<file path="config.mk">
export PLATFORM = sky130hd
export DESIGN_NAME = sram_ctrl
export DESIGN_NICKNAME = d
export VERILOG_FILES = /design/src/sram_ctrl_pkg.sv /design/src/cycle_timer.sv /design/src/sram_ctrl.sv
export VERILOG_INCLUDE_DIRS = /design/src /design/src/src
export SDC_FILE = /design/constraint.sdc
export NUM_CORES = 1
export LEC_CHECK = 0
export ABC_AREA = 1
export CORE_AREA = 2 2 89 91
export CTS_BUF_LIST = sky130_fd_sc_hd__clkbuf_4
export DETAILED_ROUTE_END_ITERATION = 8
export DIE_AREA = 0 0 91 93
export DONT_BUFFER_PORTS = 1
export GPL_ROUTABILITY_DRIVEN = 0
export PLACE_DENSITY = 0.65
export SYNTH_ARGS = -nofsm -noshare
export SYNTH_HDL_FRONTEND = slang
export SYNTH_SLANG_ARGS = --single-unit
export TNS_END_PERCENT = 30
</file>
<file path="constraint.sdc">
create_clock -name i_clk -period 2.35 [get_ports i_clk]
set_clock_uncertainty 0.2 [all_clocks]
set_input_delay 0.3525 -clock i_clk [delete_from_list [all_inputs] [get_ports i_clk]]
set_output_delay 0.3525 -clock i_clk [all_outputs]
set_load 0.01 [all_outputs]
</file>
<file path="src/sram_ctrl_map.svh">
// Purpose: Pin timing figures and field positions of the static memory port.
// Assumes: A 25 MHz controller clock; all figures in ps unless named _us or _MHZ.
// Notes:   Cycle counts round every least time up to whole clock cycles.
//
// Function
// Deselected memory ignores controls, floats, idles.
// Low-lane-only read drives bits 0 to 7.
// High-lane-only read drives bits 8 to 15.
// Read needs select, drive low, strobe high.
// Low-lane-only write keeps upper byte.
// High-lane-only write keeps lower byte.
// Write needs select, strobe, one lane low.
// Any control rising ends the internal write.
// Write data steady 5.5 ns before end.
// Disabled lanes or drive high float outputs.
// Select and strobe rising together stay floating.
// Wait 100 us after power before access.
// Read data valid 10 ns after address.
// Data valid 5 ns after drive or lane.
// Write cycle at least 10 ns long.
// Address setup 7 ns, strobe low 7 ns.
// Release data bus before asserting read drive.
`ifndef SRAM_CTRL_MAP_SVH
`define SRAM_CTRL_MAP_SVH

// =====================================================================
// Clock and timing figures
`define SRAM_CLK_PS      40000
`define SRAM_CLK_MHZ     25
`define SRAM_T_POWER_US  100
`define SRAM_T_AA_PS     10000
`define SRAM_T_DOE_PS    5000
`define SRAM_T_HZ_PS     5000
`define SRAM_T_RC_PS     10000
`define SRAM_T_WC_PS     10000
`define SRAM_T_PWE_PS    7000
`define SRAM_T_AW_PS     7000
`define SRAM_T_SD_PS     5500

// =====================================================================
// Derived cycle counts, rounded up, never below one
`define SRAM_CEIL(ps) (((ps) + `SRAM_CLK_PS - 1) / `SRAM_CLK_PS)
`define SRAM_POWER_CYC (`SRAM_T_POWER_US * `SRAM_CLK_MHZ)
`define SRAM_PWE_CYC   `SRAM_CEIL(`SRAM_T_PWE_PS)
`define SRAM_RD_CYC    `SRAM_CEIL(`SRAM_T_AA_PS)
`define SRAM_HZ_CYC    `SRAM_CEIL(`SRAM_T_HZ_PS)

// =====================================================================
// Widths and field positions
`define SRAM_ADDR_W    20
`define SRAM_DATA_W    16
`define SRAM_LANE_LO   0
`define SRAM_LANE_HI   1
`define SRAM_BYTE_LO   7:0
`define SRAM_BYTE_HI   15:8
`define SRAM_PWR_W     12
`define SRAM_PH_W      4
`define SRAM_LANES_OFF 2'h3
`define SRAM_LANES_ALL 2'h0

`endif

</file>
<file path="src/sram_ctrl_pkg.sv">
// Purpose: Types shared by the static memory controller.
// Assumes: Nothing beyond the map header.
// Notes:   Only types live here; figures live in the map header.
package sram_ctrl_pkg;

	// =================================================================
	// Controller states
	typedef enum logic [2:0] {
		ST_POWER,
		ST_IDLE,
		ST_WR_SETUP,
		ST_WR_PULSE,
		ST_WR_HOLD,
		ST_RD_ACCESS,
		ST_RD_END
	} ctrl_state_t;

endpackage : sram_ctrl_pkg

</file>
<file path="src/cycle_timer.sv">
// Purpose: Down counter that measures a number of clock cycles.
// Assumes: Load has priority over counting.
// Notes:   Done is high while the count stands at zero.
module cycle_timer #(
	parameter int             W         = 4,
	parameter logic [W-1:0]   RESET_VAL = '0
) (
	input  wire logic         i_clk,
	input  wire logic         i_arst_n,
	input  wire logic         i_load,
	input  wire logic [W-1:0] i_value,
	output logic              o_done
);

	logic [W-1:0] count_r;

	// =================================================================
	// Counter
	// Counting stops at zero so a forgotten load never wraps around.
	always_ff @(posedge i_clk or negedge i_arst_n) begin
		if (!i_arst_n) begin
			count_r <= RESET_VAL;
		end else if (i_load) begin
			count_r <= i_value;
		end else if (count_r != '0) begin
			count_r <= count_r - W'(1);
		end
	end

	assign o_done = (count_r == '0);

endmodule : cycle_timer

</file>
<file path="src/sram_ctrl.sv">
// Purpose: Host controller for an asynchronous 1M x 16 static memory.
// Assumes: A 25 MHz clock; memory pins registered; data bus split by
//          output enable, which is low while this end drives the bus.
// Notes:   One request at a time; read data returns as a one-cycle pulse.
`include "sram_ctrl_map.svh"

module sram_ctrl (
	input  wire logic                      i_clk,
	input  wire logic                      i_arst_n,
	// User request side.
	input  wire logic                      i_req_valid,
	output logic                           o_req_ready,
	input  wire logic                      i_req_write,
	input  wire logic [`SRAM_ADDR_W-1:0]   i_req_addr,
	input  wire logic [`SRAM_DATA_W-1:0]   i_req_wdata,
	input  wire logic [1:0]                i_req_be,
	output logic                           o_rsp_valid,
	output logic [`SRAM_DATA_W-1:0]        o_rsp_rdata,
	output logic                           o_init_done,
	// Memory pins.
	output logic [`SRAM_ADDR_W-1:0]        o_sram_addr,
	output logic                           o_chip_sel_n,
	output logic                           o_out_drive_n,
	output logic                           o_write_strobe_n,
	output logic                           o_low_lane_enable_n,
	output logic                           o_high_lane_enable_n,
	input  wire logic [`SRAM_DATA_W-1:0]   i_sram_data,
	output logic [`SRAM_DATA_W-1:0]        o_sram_data,
	output logic                           o_sram_data_oe_n
);

	sram_ctrl_pkg::ctrl_state_t state_r;
	sram_ctrl_pkg::ctrl_state_t state_nxt;
	logic                       power_done;
	logic                       phase_done;
	logic                       phase_load;
	logic [`SRAM_PH_W-1:0]      phase_value;
	logic [1:0]                 lanes_n_nxt;
	logic                       req_take;

	// =================================================================
	// Power-up wait
	// No access is accepted until the supply has settled for the full
	// wait; the count restarts with every reset.
	cycle_timer #(
		.W         (`SRAM_PWR_W),
		.RESET_VAL (`SRAM_PWR_W'(`SRAM_POWER_CYC))
	) u_power_timer (
		.i_clk    (i_clk),
		.i_arst_n (i_arst_n),
		.i_load   (1'b0),
		.i_value  ('0),
		.o_done   (power_done)
	);

	// =================================================================
	// Phase timer
	// Measures the strobe pulse, the read access and the bus float time.
	cycle_timer #(
		.W         (`SRAM_PH_W),
		.RESET_VAL ('0)
	) u_phase_timer (
		.i_clk    (i_clk),
		.i_arst_n (i_arst_n),
		.i_load   (phase_load),
		.i_value  (phase_value),
		.o_done   (phase_done)
	);

	// =================================================================
	// Request handshake
	// Requests are taken only from idle, a state in which the data bus
	// is always released.
	assign o_req_ready = (state_r == sram_ctrl_pkg::ST_IDLE);
	assign req_take    = o_req_ready && i_req_valid;
	assign o_init_done = (state_r != sram_ctrl_pkg::ST_POWER);

	// =================================================================
	// Next state
	always_comb begin
		state_nxt = state_r;
		case (state_r)
			sram_ctrl_pkg::ST_POWER: begin
				if (power_done) begin
					state_nxt = sram_ctrl_pkg::ST_IDLE;
				end
			end
			sram_ctrl_pkg::ST_IDLE: begin
				if (req_take && i_req_write) begin
					state_nxt = sram_ctrl_pkg::ST_WR_SETUP;
				end else if (req_take) begin
					state_nxt = sram_ctrl_pkg::ST_RD_ACCESS;
				end
			end
			sram_ctrl_pkg::ST_WR_SETUP: begin
				state_nxt = sram_ctrl_pkg::ST_WR_PULSE;
			end
			sram_ctrl_pkg::ST_WR_PULSE: begin
				if (phase_done) begin
					state_nxt = sram_ctrl_pkg::ST_WR_HOLD;
				end
			end
			sram_ctrl_pkg::ST_WR_HOLD: begin
				state_nxt = sram_ctrl_pkg::ST_IDLE;
			end
			sram_ctrl_pkg::ST_RD_ACCESS: begin
				if (phase_done) begin
					state_nxt = sram_ctrl_pkg::ST_RD_END;
				end
			end
			sram_ctrl_pkg::ST_RD_END: begin
				if (phase_done) begin
					state_nxt = sram_ctrl_pkg::ST_IDLE;
				end
			end
			default: begin
				state_nxt = sram_ctrl_pkg::ST_POWER;
			end
		endcase
	end

	always_ff @(posedge i_clk or negedge i_arst_n) begin
		if (!i_arst_n) begin
			state_r <= sram_ctrl_pkg::ST_POWER;
		end else begin
			state_r <= state_nxt;
		end
	end

	// =================================================================
	// Phase timer loading
	// Each timed state is loaded one short of its length, so a count of
	// one cycle leaves the state on the next edge.
	always_comb begin
		phase_load  = 1'b0;
		phase_value = '0;
		if (state_r == sram_ctrl_pkg::ST_WR_SETUP) begin
			phase_load  = 1'b1;
			phase_value = `SRAM_PH_W'(`SRAM_PWE_CYC - 1);
		end else if (req_take && !i_req_write) begin
			phase_load  = 1'b1;
			phase_value = `SRAM_PH_W'(`SRAM_RD_CYC - 1);
		end else if (state_r == sram_ctrl_pkg::ST_RD_ACCESS
				&& phase_done) begin
			phase_load  = 1'b1;
			phase_value = `SRAM_PH_W'(`SRAM_HZ_CYC - 1);
		end
	end

	// =================================================================
	// Lane enables
	// An empty byte mask means both lanes, so a write is never issued
	// with no lane low, which the memory would ignore.
	always_comb begin
		lanes_n_nxt = ~i_req_be;
		if (i_req_be == 2'h0) begin
			lanes_n_nxt = `SRAM_LANES_ALL;
		end
	end

	// =================================================================
	// Address and lane registers
	// Both are held from setup until the cycle after the strobe rises,
	// which gives the zero hold times a full cycle of margin.
	always_ff @(posedge i_clk or negedge i_arst_n) begin
		if (!i_arst_n) begin
			o_sram_addr          <= '0;
			o_low_lane_enable_n  <= 1'b1;
			o_high_lane_enable_n <= 1'b1;
		end else if (req_take) begin
			o_sram_addr          <= i_req_addr;
			o_low_lane_enable_n  <= lanes_n_nxt[`SRAM_LANE_LO];
			o_high_lane_enable_n <= lanes_n_nxt[`SRAM_LANE_HI];
		end else if (state_nxt == sram_ctrl_pkg::ST_IDLE) begin
			o_low_lane_enable_n  <= 1'b1;
			o_high_lane_enable_n <= 1'b1;
		end
	end

	// =================================================================
	// Control strobes
	// Select covers setup, pulse and hold of a write so the strobe alone
	// ends it; select and strobe never rise on the same edge.
	always_ff @(posedge i_clk or negedge i_arst_n) begin
		if (!i_arst_n) begin
			o_chip_sel_n     <= 1'b1;
			o_write_strobe_n <= 1'b1;
			o_out_drive_n    <= 1'b1;
		end else begin
			o_chip_sel_n     <= !(state_nxt == sram_ctrl_pkg::ST_WR_SETUP
				|| state_nxt == sram_ctrl_pkg::ST_WR_PULSE
				|| state_nxt == sram_ctrl_pkg::ST_WR_HOLD
				|| state_nxt == sram_ctrl_pkg::ST_RD_ACCESS);
			o_write_strobe_n <=
				!(state_nxt == sram_ctrl_pkg::ST_WR_PULSE);
			o_out_drive_n    <=
				!(state_nxt == sram_ctrl_pkg::ST_RD_ACCESS);
		end
	end

	// =================================================================
	// Write data drive
	// Data is driven from setup through hold, so it is steady a whole
	// cycle before and after the strobe edge that ends the write.
	always_ff @(posedge i_clk or negedge i_arst_n) begin
		if (!i_arst_n) begin
			o_sram_data <= '0;
		end else if (req_take && i_req_write) begin
			o_sram_data <= i_req_wdata;
		end
	end

	always_ff @(posedge i_clk or negedge i_arst_n) begin
		if (!i_arst_n) begin
			o_sram_data_oe_n <= 1'b1;
		end else begin
			o_sram_data_oe_n <= !(state_nxt == sram_ctrl_pkg::ST_WR_SETUP
				|| state_nxt == sram_ctrl_pkg::ST_WR_PULSE
				|| state_nxt == sram_ctrl_pkg::ST_WR_HOLD);
		end
	end

	// =================================================================
	// Read capture
	// Data is sampled on the edge that ends the access, while select and
	// drive are still low, so it is never taken from a floating bus.
	// Lanes that were not enabled return zero rather than bus noise.
	always_ff @(posedge i_clk or negedge i_arst_n) begin
		if (!i_arst_n) begin
			o_rsp_valid <= 1'b0;
			o_rsp_rdata <= '0;
		end else if (state_r == sram_ctrl_pkg::ST_RD_ACCESS
				&& phase_done) begin
			o_rsp_valid      <= 1'b1;
			o_rsp_rdata[`SRAM_BYTE_LO] <= o_low_lane_enable_n ?
				8'h00 : i_sram_data[`SRAM_BYTE_LO];
			o_rsp_rdata[`SRAM_BYTE_HI] <= o_high_lane_enable_n ?
				8'h00 : i_sram_data[`SRAM_BYTE_HI];
		end else begin
			o_rsp_valid <= 1'b0;
		end
	end

endmodule : sram_ctrl

</file>
# Word-level counts from Yosys, hierarchy flattened
# Index checks and enable logic that the tools add are counted.
[word_totals] word_cells=66 mem_count=0 register_bits=78 out_inout_bits=61 latchBits=0 input_bits=58 ram_bits=0 mem_bits_ro=0
[classes] mux=18 n_lt_le_gt_ge=0 n_reduce_logical=21 div_mod_pow=0 shifts=0 eq_ne=11 bitwise=1 n_mul=0 addsub=2
[ops] op="case mux 3 bit (7 select lines)" count=1
[ops] op="two-way mux 3 bit" count=6
[ops] op="two-way mux 8 bit" count=2
[ops] op="== test 3 bit, second input constant" count=5
[ops] op="== test 3 x 2 -> 1 bit, second input constant" count=4
[ops] op="zero test 12 bit" count=1
[ops] op="nonzero test 12 bit" count=1
[ops] op="subtractor 12 x 1 -> 12 bit, second input constant" count=1
[ops] op="two-way mux 4 bit" count=2
[ops] op="== test 3 x 1 -> 1 bit, second input constant" count=2
[ops] op="two-way mux 1 bit" count=6
[ops] op="zero test 1 bit" count=5
[ops] op="logical AND 1 bit" count=4
[ops] op="zero test 4 bit" count=1
[ops] op="nonzero test 2 bit" count=2
[ops] op="nonzero test 4 bit" count=1
[ops] op="subtractor 4 x 1 -> 4 bit, second input constant" count=1
[ops] op="zero test 3 bit" count=1
[ops] op="logical OR 1 bit" count=3
[ops] op="nonzero test 3 bit" count=1
[ops] op="zero test 2 bit" count=1
[ops] op="two-way mux 2 bit" count=1
[ops] op="NOT 2 bit" count=1

# Depth between registers and ports, before layout
[depth] ltp_word=10 mapped_depth=13 ltp_nobuf=12

# Modules after synthesis
# From an unflattened synthesis, not the netlist that was laid out.
[hier_totals] cells_unflattened=455 hier_area_um2=3737.3
[modules_own_cells] module="sram_ctrl" seq_area_each_um2=1559.0 cells_each=299 n_inst=1 area_per_inst_um2=2653.8
[modules_own_cells] module="cycle_timer (u_power_timer)" seq_area_each_um2=306.5 cells_each=122 n_inst=1 area_per_inst_um2=840.8
[modules_own_cells] module="cycle_timer (u_phase_timer)" seq_area_each_um2=100.1 cells_each=34 n_inst=1 area_per_inst_um2=242.7

# Worst setup path before layout
# OpenSTA, ideal clock, no wires.
[synth_path] kind="reg2reg" start="register u_phase_timer.count_r[0]" end="register o_high_lane_enable_n" t_arrival_ns=1.502 path_stages_with_launch=13 required_ns=2.090 synth_period_minus_slack_ns=1.762 setup_time_ns=0.060 slack_ns=0.588 path_buffers=0 cell_sequence="dfrtp_1 inv_1 ha_1 nand2_1 nor2_1 nor2_1 nor2_1 nand2_1 nor2_2 nand2_2 nand2_2 nand2_1 nand2_1"
[synth_between] elab_chain_cells=5 word_cells_on_any_way=7 cone_classes="eq/ne (1); mux (4); reduce/logical (2)"
[synth_rtl] item="from (decl)" line="cycle_timer.sv:15" text="logic [W-1:0] count_r;"
[synth_rtl] item="from (signal assigned)" line="cycle_timer.sv:24" text="count_r <= i_value;"
[synth_rtl] item="from (signal assigned)" line="cycle_timer.sv:26" text="count_r <= count_r - W'(1);"
[synth_rtl] item="zero test 4 bit (*)" line="cycle_timer.sv:30" text="assign o_done = (count_r == '0);"
[synth_rtl] item="two-way mux 3 bit (on tied branches)" line="sram_ctrl.sv:112, sram_ctrl.sv:99, sram_ctrl.sv:107"
[synth_rtl] item="case mux 3 bit (7 select lines) (*)" line="sram_ctrl.sv:82" text="case (state_r)"
[synth_rtl] item="net state_nxt[2]" line="sram_ctrl.sv:33" text="sram_ctrl_pkg::ctrl_state_t state_nxt;"
[synth_rtl] item="== test 3 x 1 -> 1 bit (*)" line="sram_ctrl.sv:174" text="end else if (state_nxt == sram_ctrl_pkg::ST_IDLE) begin"
[synth_rtl] item="nonzero test 2 bit (no line) (*)"
[synth_rtl] item="to (signal assigned)" line="sram_ctrl.sv:173" text="o_high_lane_enable_n <= lanes_n_nxt[`SRAM_LANE_HI];"
[synth_rtl] item="to (decl)" line="sram_ctrl.sv:26" text="output logic o_high_lane_enable_n,"
# The timed path passes the listed nets; every way through them passes the cells marked *.
# A chain may end at the register's enable or synchronous reset.

# Worst setup path in the final report
[layout_path] start="register state_r[2]" end="register o_high_lane_enable_n"
[layout_between] elab_chain_cells=7 word_cells_on_any_way=19 cone_classes="eq/ne (7); mux (8); reduce/logical (4)"
[layout_rtl] item="from (decl)" line="sram_ctrl.sv:32" text="sram_ctrl_pkg::ctrl_state_t state_r;"
[layout_rtl] item="from (signal assigned)" line="sram_ctrl.sv:124" text="state_r <= sram_ctrl_pkg::ST_POWER;"
[layout_rtl] item="from (signal assigned)" line="sram_ctrl.sv:126" text="state_r <= state_nxt;"
[layout_rtl] item="== test 3 x 1 -> 1 bit" line="sram_ctrl.sv:74, sram_ctrl.sv:82"
[layout_rtl] item="logical AND 1 bit" line="sram_ctrl.sv:75" text="assign req_take = o_req_ready && i_req_valid;"
[layout_rtl] item="two-way mux 3 bit or logical AND 1 bit (tied branches)" line="sram_ctrl.sv:91, sram_ctrl.sv:89"
[layout_rtl] item="two-way mux 3 bit" line="sram_ctrl.sv:89" text="if (req_take && i_req_write) begin"
[layout_rtl] item="case mux 3 bit (7 select lines)" line="sram_ctrl.sv:82"
[layout_rtl] item="== test 3 x 1 -> 1 bit" line="sram_ctrl.sv:174"
[layout_rtl] item="nonzero test 2 bit (no line)"
# Parallel ways exist; a longest one is shown, timed or not.

==> results.toml <==
[clock_network]
clock_sinks = 78
cts_tree = "done"
clockRootBuffer = "clkbuf_4"
cts_buffers = 9
cts_setup_buffers = 0
cts_max_path_buffers = 2
insertion_delay_ps = 440
clk_pin_slew_ps = 150
htree_levels = 3

[floorplanning]
die_h_um = 93
die_area_sq_um = 8460
fp.dieW_um = 91
num_rows = 32
start_util = 0.454
ios = 119
core_sq_um = 7530

[routing]
drtPass1Iterations = 4
routed_wl_mm = 7.81
avgViaCountPerCell = 5.01
initialDrtViolationCount = 120
drc = 0
via_count = 2613
drt-wirelength-per-cell_um = 15.0
ant_nets = 0

[synthesis]
yosysSeqAreaShare = 0.575
syn-instance-count = 354
async_flop_share = 1.00
synth_edf_count = 0
syn_nets = 415
synth_top_area_share = 0.491
synth_cell_types = 32
yosysWarnings = 0
synth_area_leader_cell = "dfrtp_1"
synth_area_sq_um = 3420
ys_top_cells_by_area = "dfrtp_1, nand2_1, dfstp_2"
synth-seq-cells = 78
synthTopCellsByCount = "nand2_1, dfrtp_1, inv_1, nand3_1, nor2_1"
syn_area_per_cell_sq_um = 9.65
synthFlopType = "dfrtp_1"
yosysMostFrequentCell = "nand2_1"

[grt]
antenna_found_initial = 0
grt_overflow = 0
grt_max_degree = 79
grt_pass1_wl_mm = 12.7
grt_pass1_vias = 2700
grt_usage = 0.191

[power]
seq_power_share = 0.544
switching_share = 0.406
internal_power_mw = 2.78
clock_power_share = 0.181
vdd_drop_max_mv = 0.746
pwr-share-comb = 0.275
p_per_area_nw_per_um2 = 1100
power_switching_mw = 1.90
p_leak_nw = 2.17

[worst_setup_path]
cp.required_ps = 2540
crit_path_max_incr_delay_ps = 560
crit_path_start_kind = "flip-flop"
cp_max_fo = 22
end_kind = "flip-flop"
cp_top_family = "buffers and inverters"
crit_chain = "nor2_2 -> nand2_2 -> nor2_8 -> buf_6 -> o21ai_0 -> dlygate4sd3_1 -> nand2_1 -> nand2_1"
crit_start = "state_r[2]"
reg2reg_from = "state_r[2]"
crit_slowest_cell = "dlygate4sd3_1"
path_buf_inv = 2
cpMostUsedCell = "nand2_1"
criticalPathCategory = "flip-flop to flip-flop"
arrival_ps = 2390

[timing]
post-route-period-util = 0.937
setup-violations-final = 0
tns_ps = 0
fin_crit_ps = 2200
drv_slew = 0
timing.fmax_ghz = 0.454
grt_setup_unrepaired = "false"
hold_viol = 0
worst_pin_slew_ps = 688
relSlewSlack = 0.541

[finish]
area_growth_pct = 24.5
final_cell_area_sq_um = 4250
final_layout_size_suffix_gt1_frac = 0.143
diodes = 0
nets = 476

[worst_hold_path]
hold_path_class = "input port to flip-flop"
hold_path_startpoint = "i_req_write"

[run_status]
status = "finished clean"

[placed_design]
hpwl_mm = 5.07
portBuffers = 0
dpl_cell_area_sq_um = 3510

[run]
drv_cap = 0
==> stage by stage <==
stage	instances	hold WS [ps]	power, mW	util	setup slack, ps
after floorplan	354	-143	3.41	-	588
after global placement	449	-139	3.67	0.467	451
after detailed placement	449	-139	3.73	0.467	379
after CTS	522	23.7	4.69	0.565	70.5
after global routing	522	36.1	5.00	0.565	1.10
final	522	36.6	4.67	0.565	148
==> layer usage <==
layer / up-vias / share of wire / GRT usage
met2: 89 / 0.51 / 0.322
met1: 1247 / 0.40 / 0.219
met5: - / 0 / 0
met3: 23 / 0.058 / 0.0556
met4: 0 / 0.034 / 0.107
li1: 1254 / - / -
==> state kept, by name, summed over array words and instances (netlist names) <==
name and count:
state_r 3, o_chip_sel_n 1, u_power_timer.count_r 12, o_sram_addr 20, u_phase_timer.count_r 4, o_low_lane_enable_n 1, o_sram_data_oe_n 1, o_high_lane_enable_n 1
o_rsp_rdata 16, o_write_strobe_n 1, o_rsp_valid 1, o_sram_data 16, o_out_drive_n 1
==> cell usage in the layout (no fill, tap or decap), drive strengths merged <==
cell type	n
nand2	112
dfrtp	67
dlygate4sd3	56
inv	33
nand3	30
nor2	27
o21ai	21
mux2	16
dfstp	11
clkbuf	9
nor3	8
xor2	7
a21oi	4
buf	4
ha	3
clkinvlp	3
nand4	2
xnor2	2
nand3b	1
or2	1
a211oi	1
o31ai	1
bufinv	1
==> cell families after synthesis <==
group,count (synthesis),synth area share
multiplexers,16,0.0637
buffers and inverters,40,0.0487
XOR/XNOR,9,0.0231
flip-flops,78,0.575
AO/OA/AOI/OAI,27,0.0410
adder cells (fa/ha/maj),3,0.0110
AND/OR/NAND/NOR,181,0.237
==> power by group through the flow <==
stage	combinational (mW)	sequential [mW]	clock, mW
2_1_floorplan	1.01	2.40	0
3_3_place_gp	1.13	2.55	0
3_5_place_dp	1.18	2.56	0
4_1_cts	1.29	2.53	0.872
5_1_grt	1.47	2.59	0.933
6_report	1.29	2.54	0.846
==> final timing paths <==
kind	endpoint	slack [ps]	cells past startpoint
hold / removal	state_r[1]	40	2
setup / recovery	o_high_lane_enable_n	150	8
max in group asynchronous	o_low_lane_enable_n	1320	2
min in group asynchronous	o_sram_data[1]	290	2
setup reg to reg	o_high_lane_enable_n	150	8
hold reg to reg	u_power_timer.count_r[0]	310	1
==> area by class of cell <==
class                      count  area (sq um)
clock buffer                   9          67.6
clock inverter                 7          81.3
fill                         654          3270
inverter                      30           113
multi-input combinational    236          1280
sequential                    78          1970
tap                          102           128
timing repair buffer          60           614
==> repair_timing <==
item / CTS / global route
endpoints found under the hold margin: 132 / 0
hold buffers: 57 / 0
endpoints found under the setup margin: 0 / 1
resized for setup: 0 / 1
(Power assumes the default switching activity.)
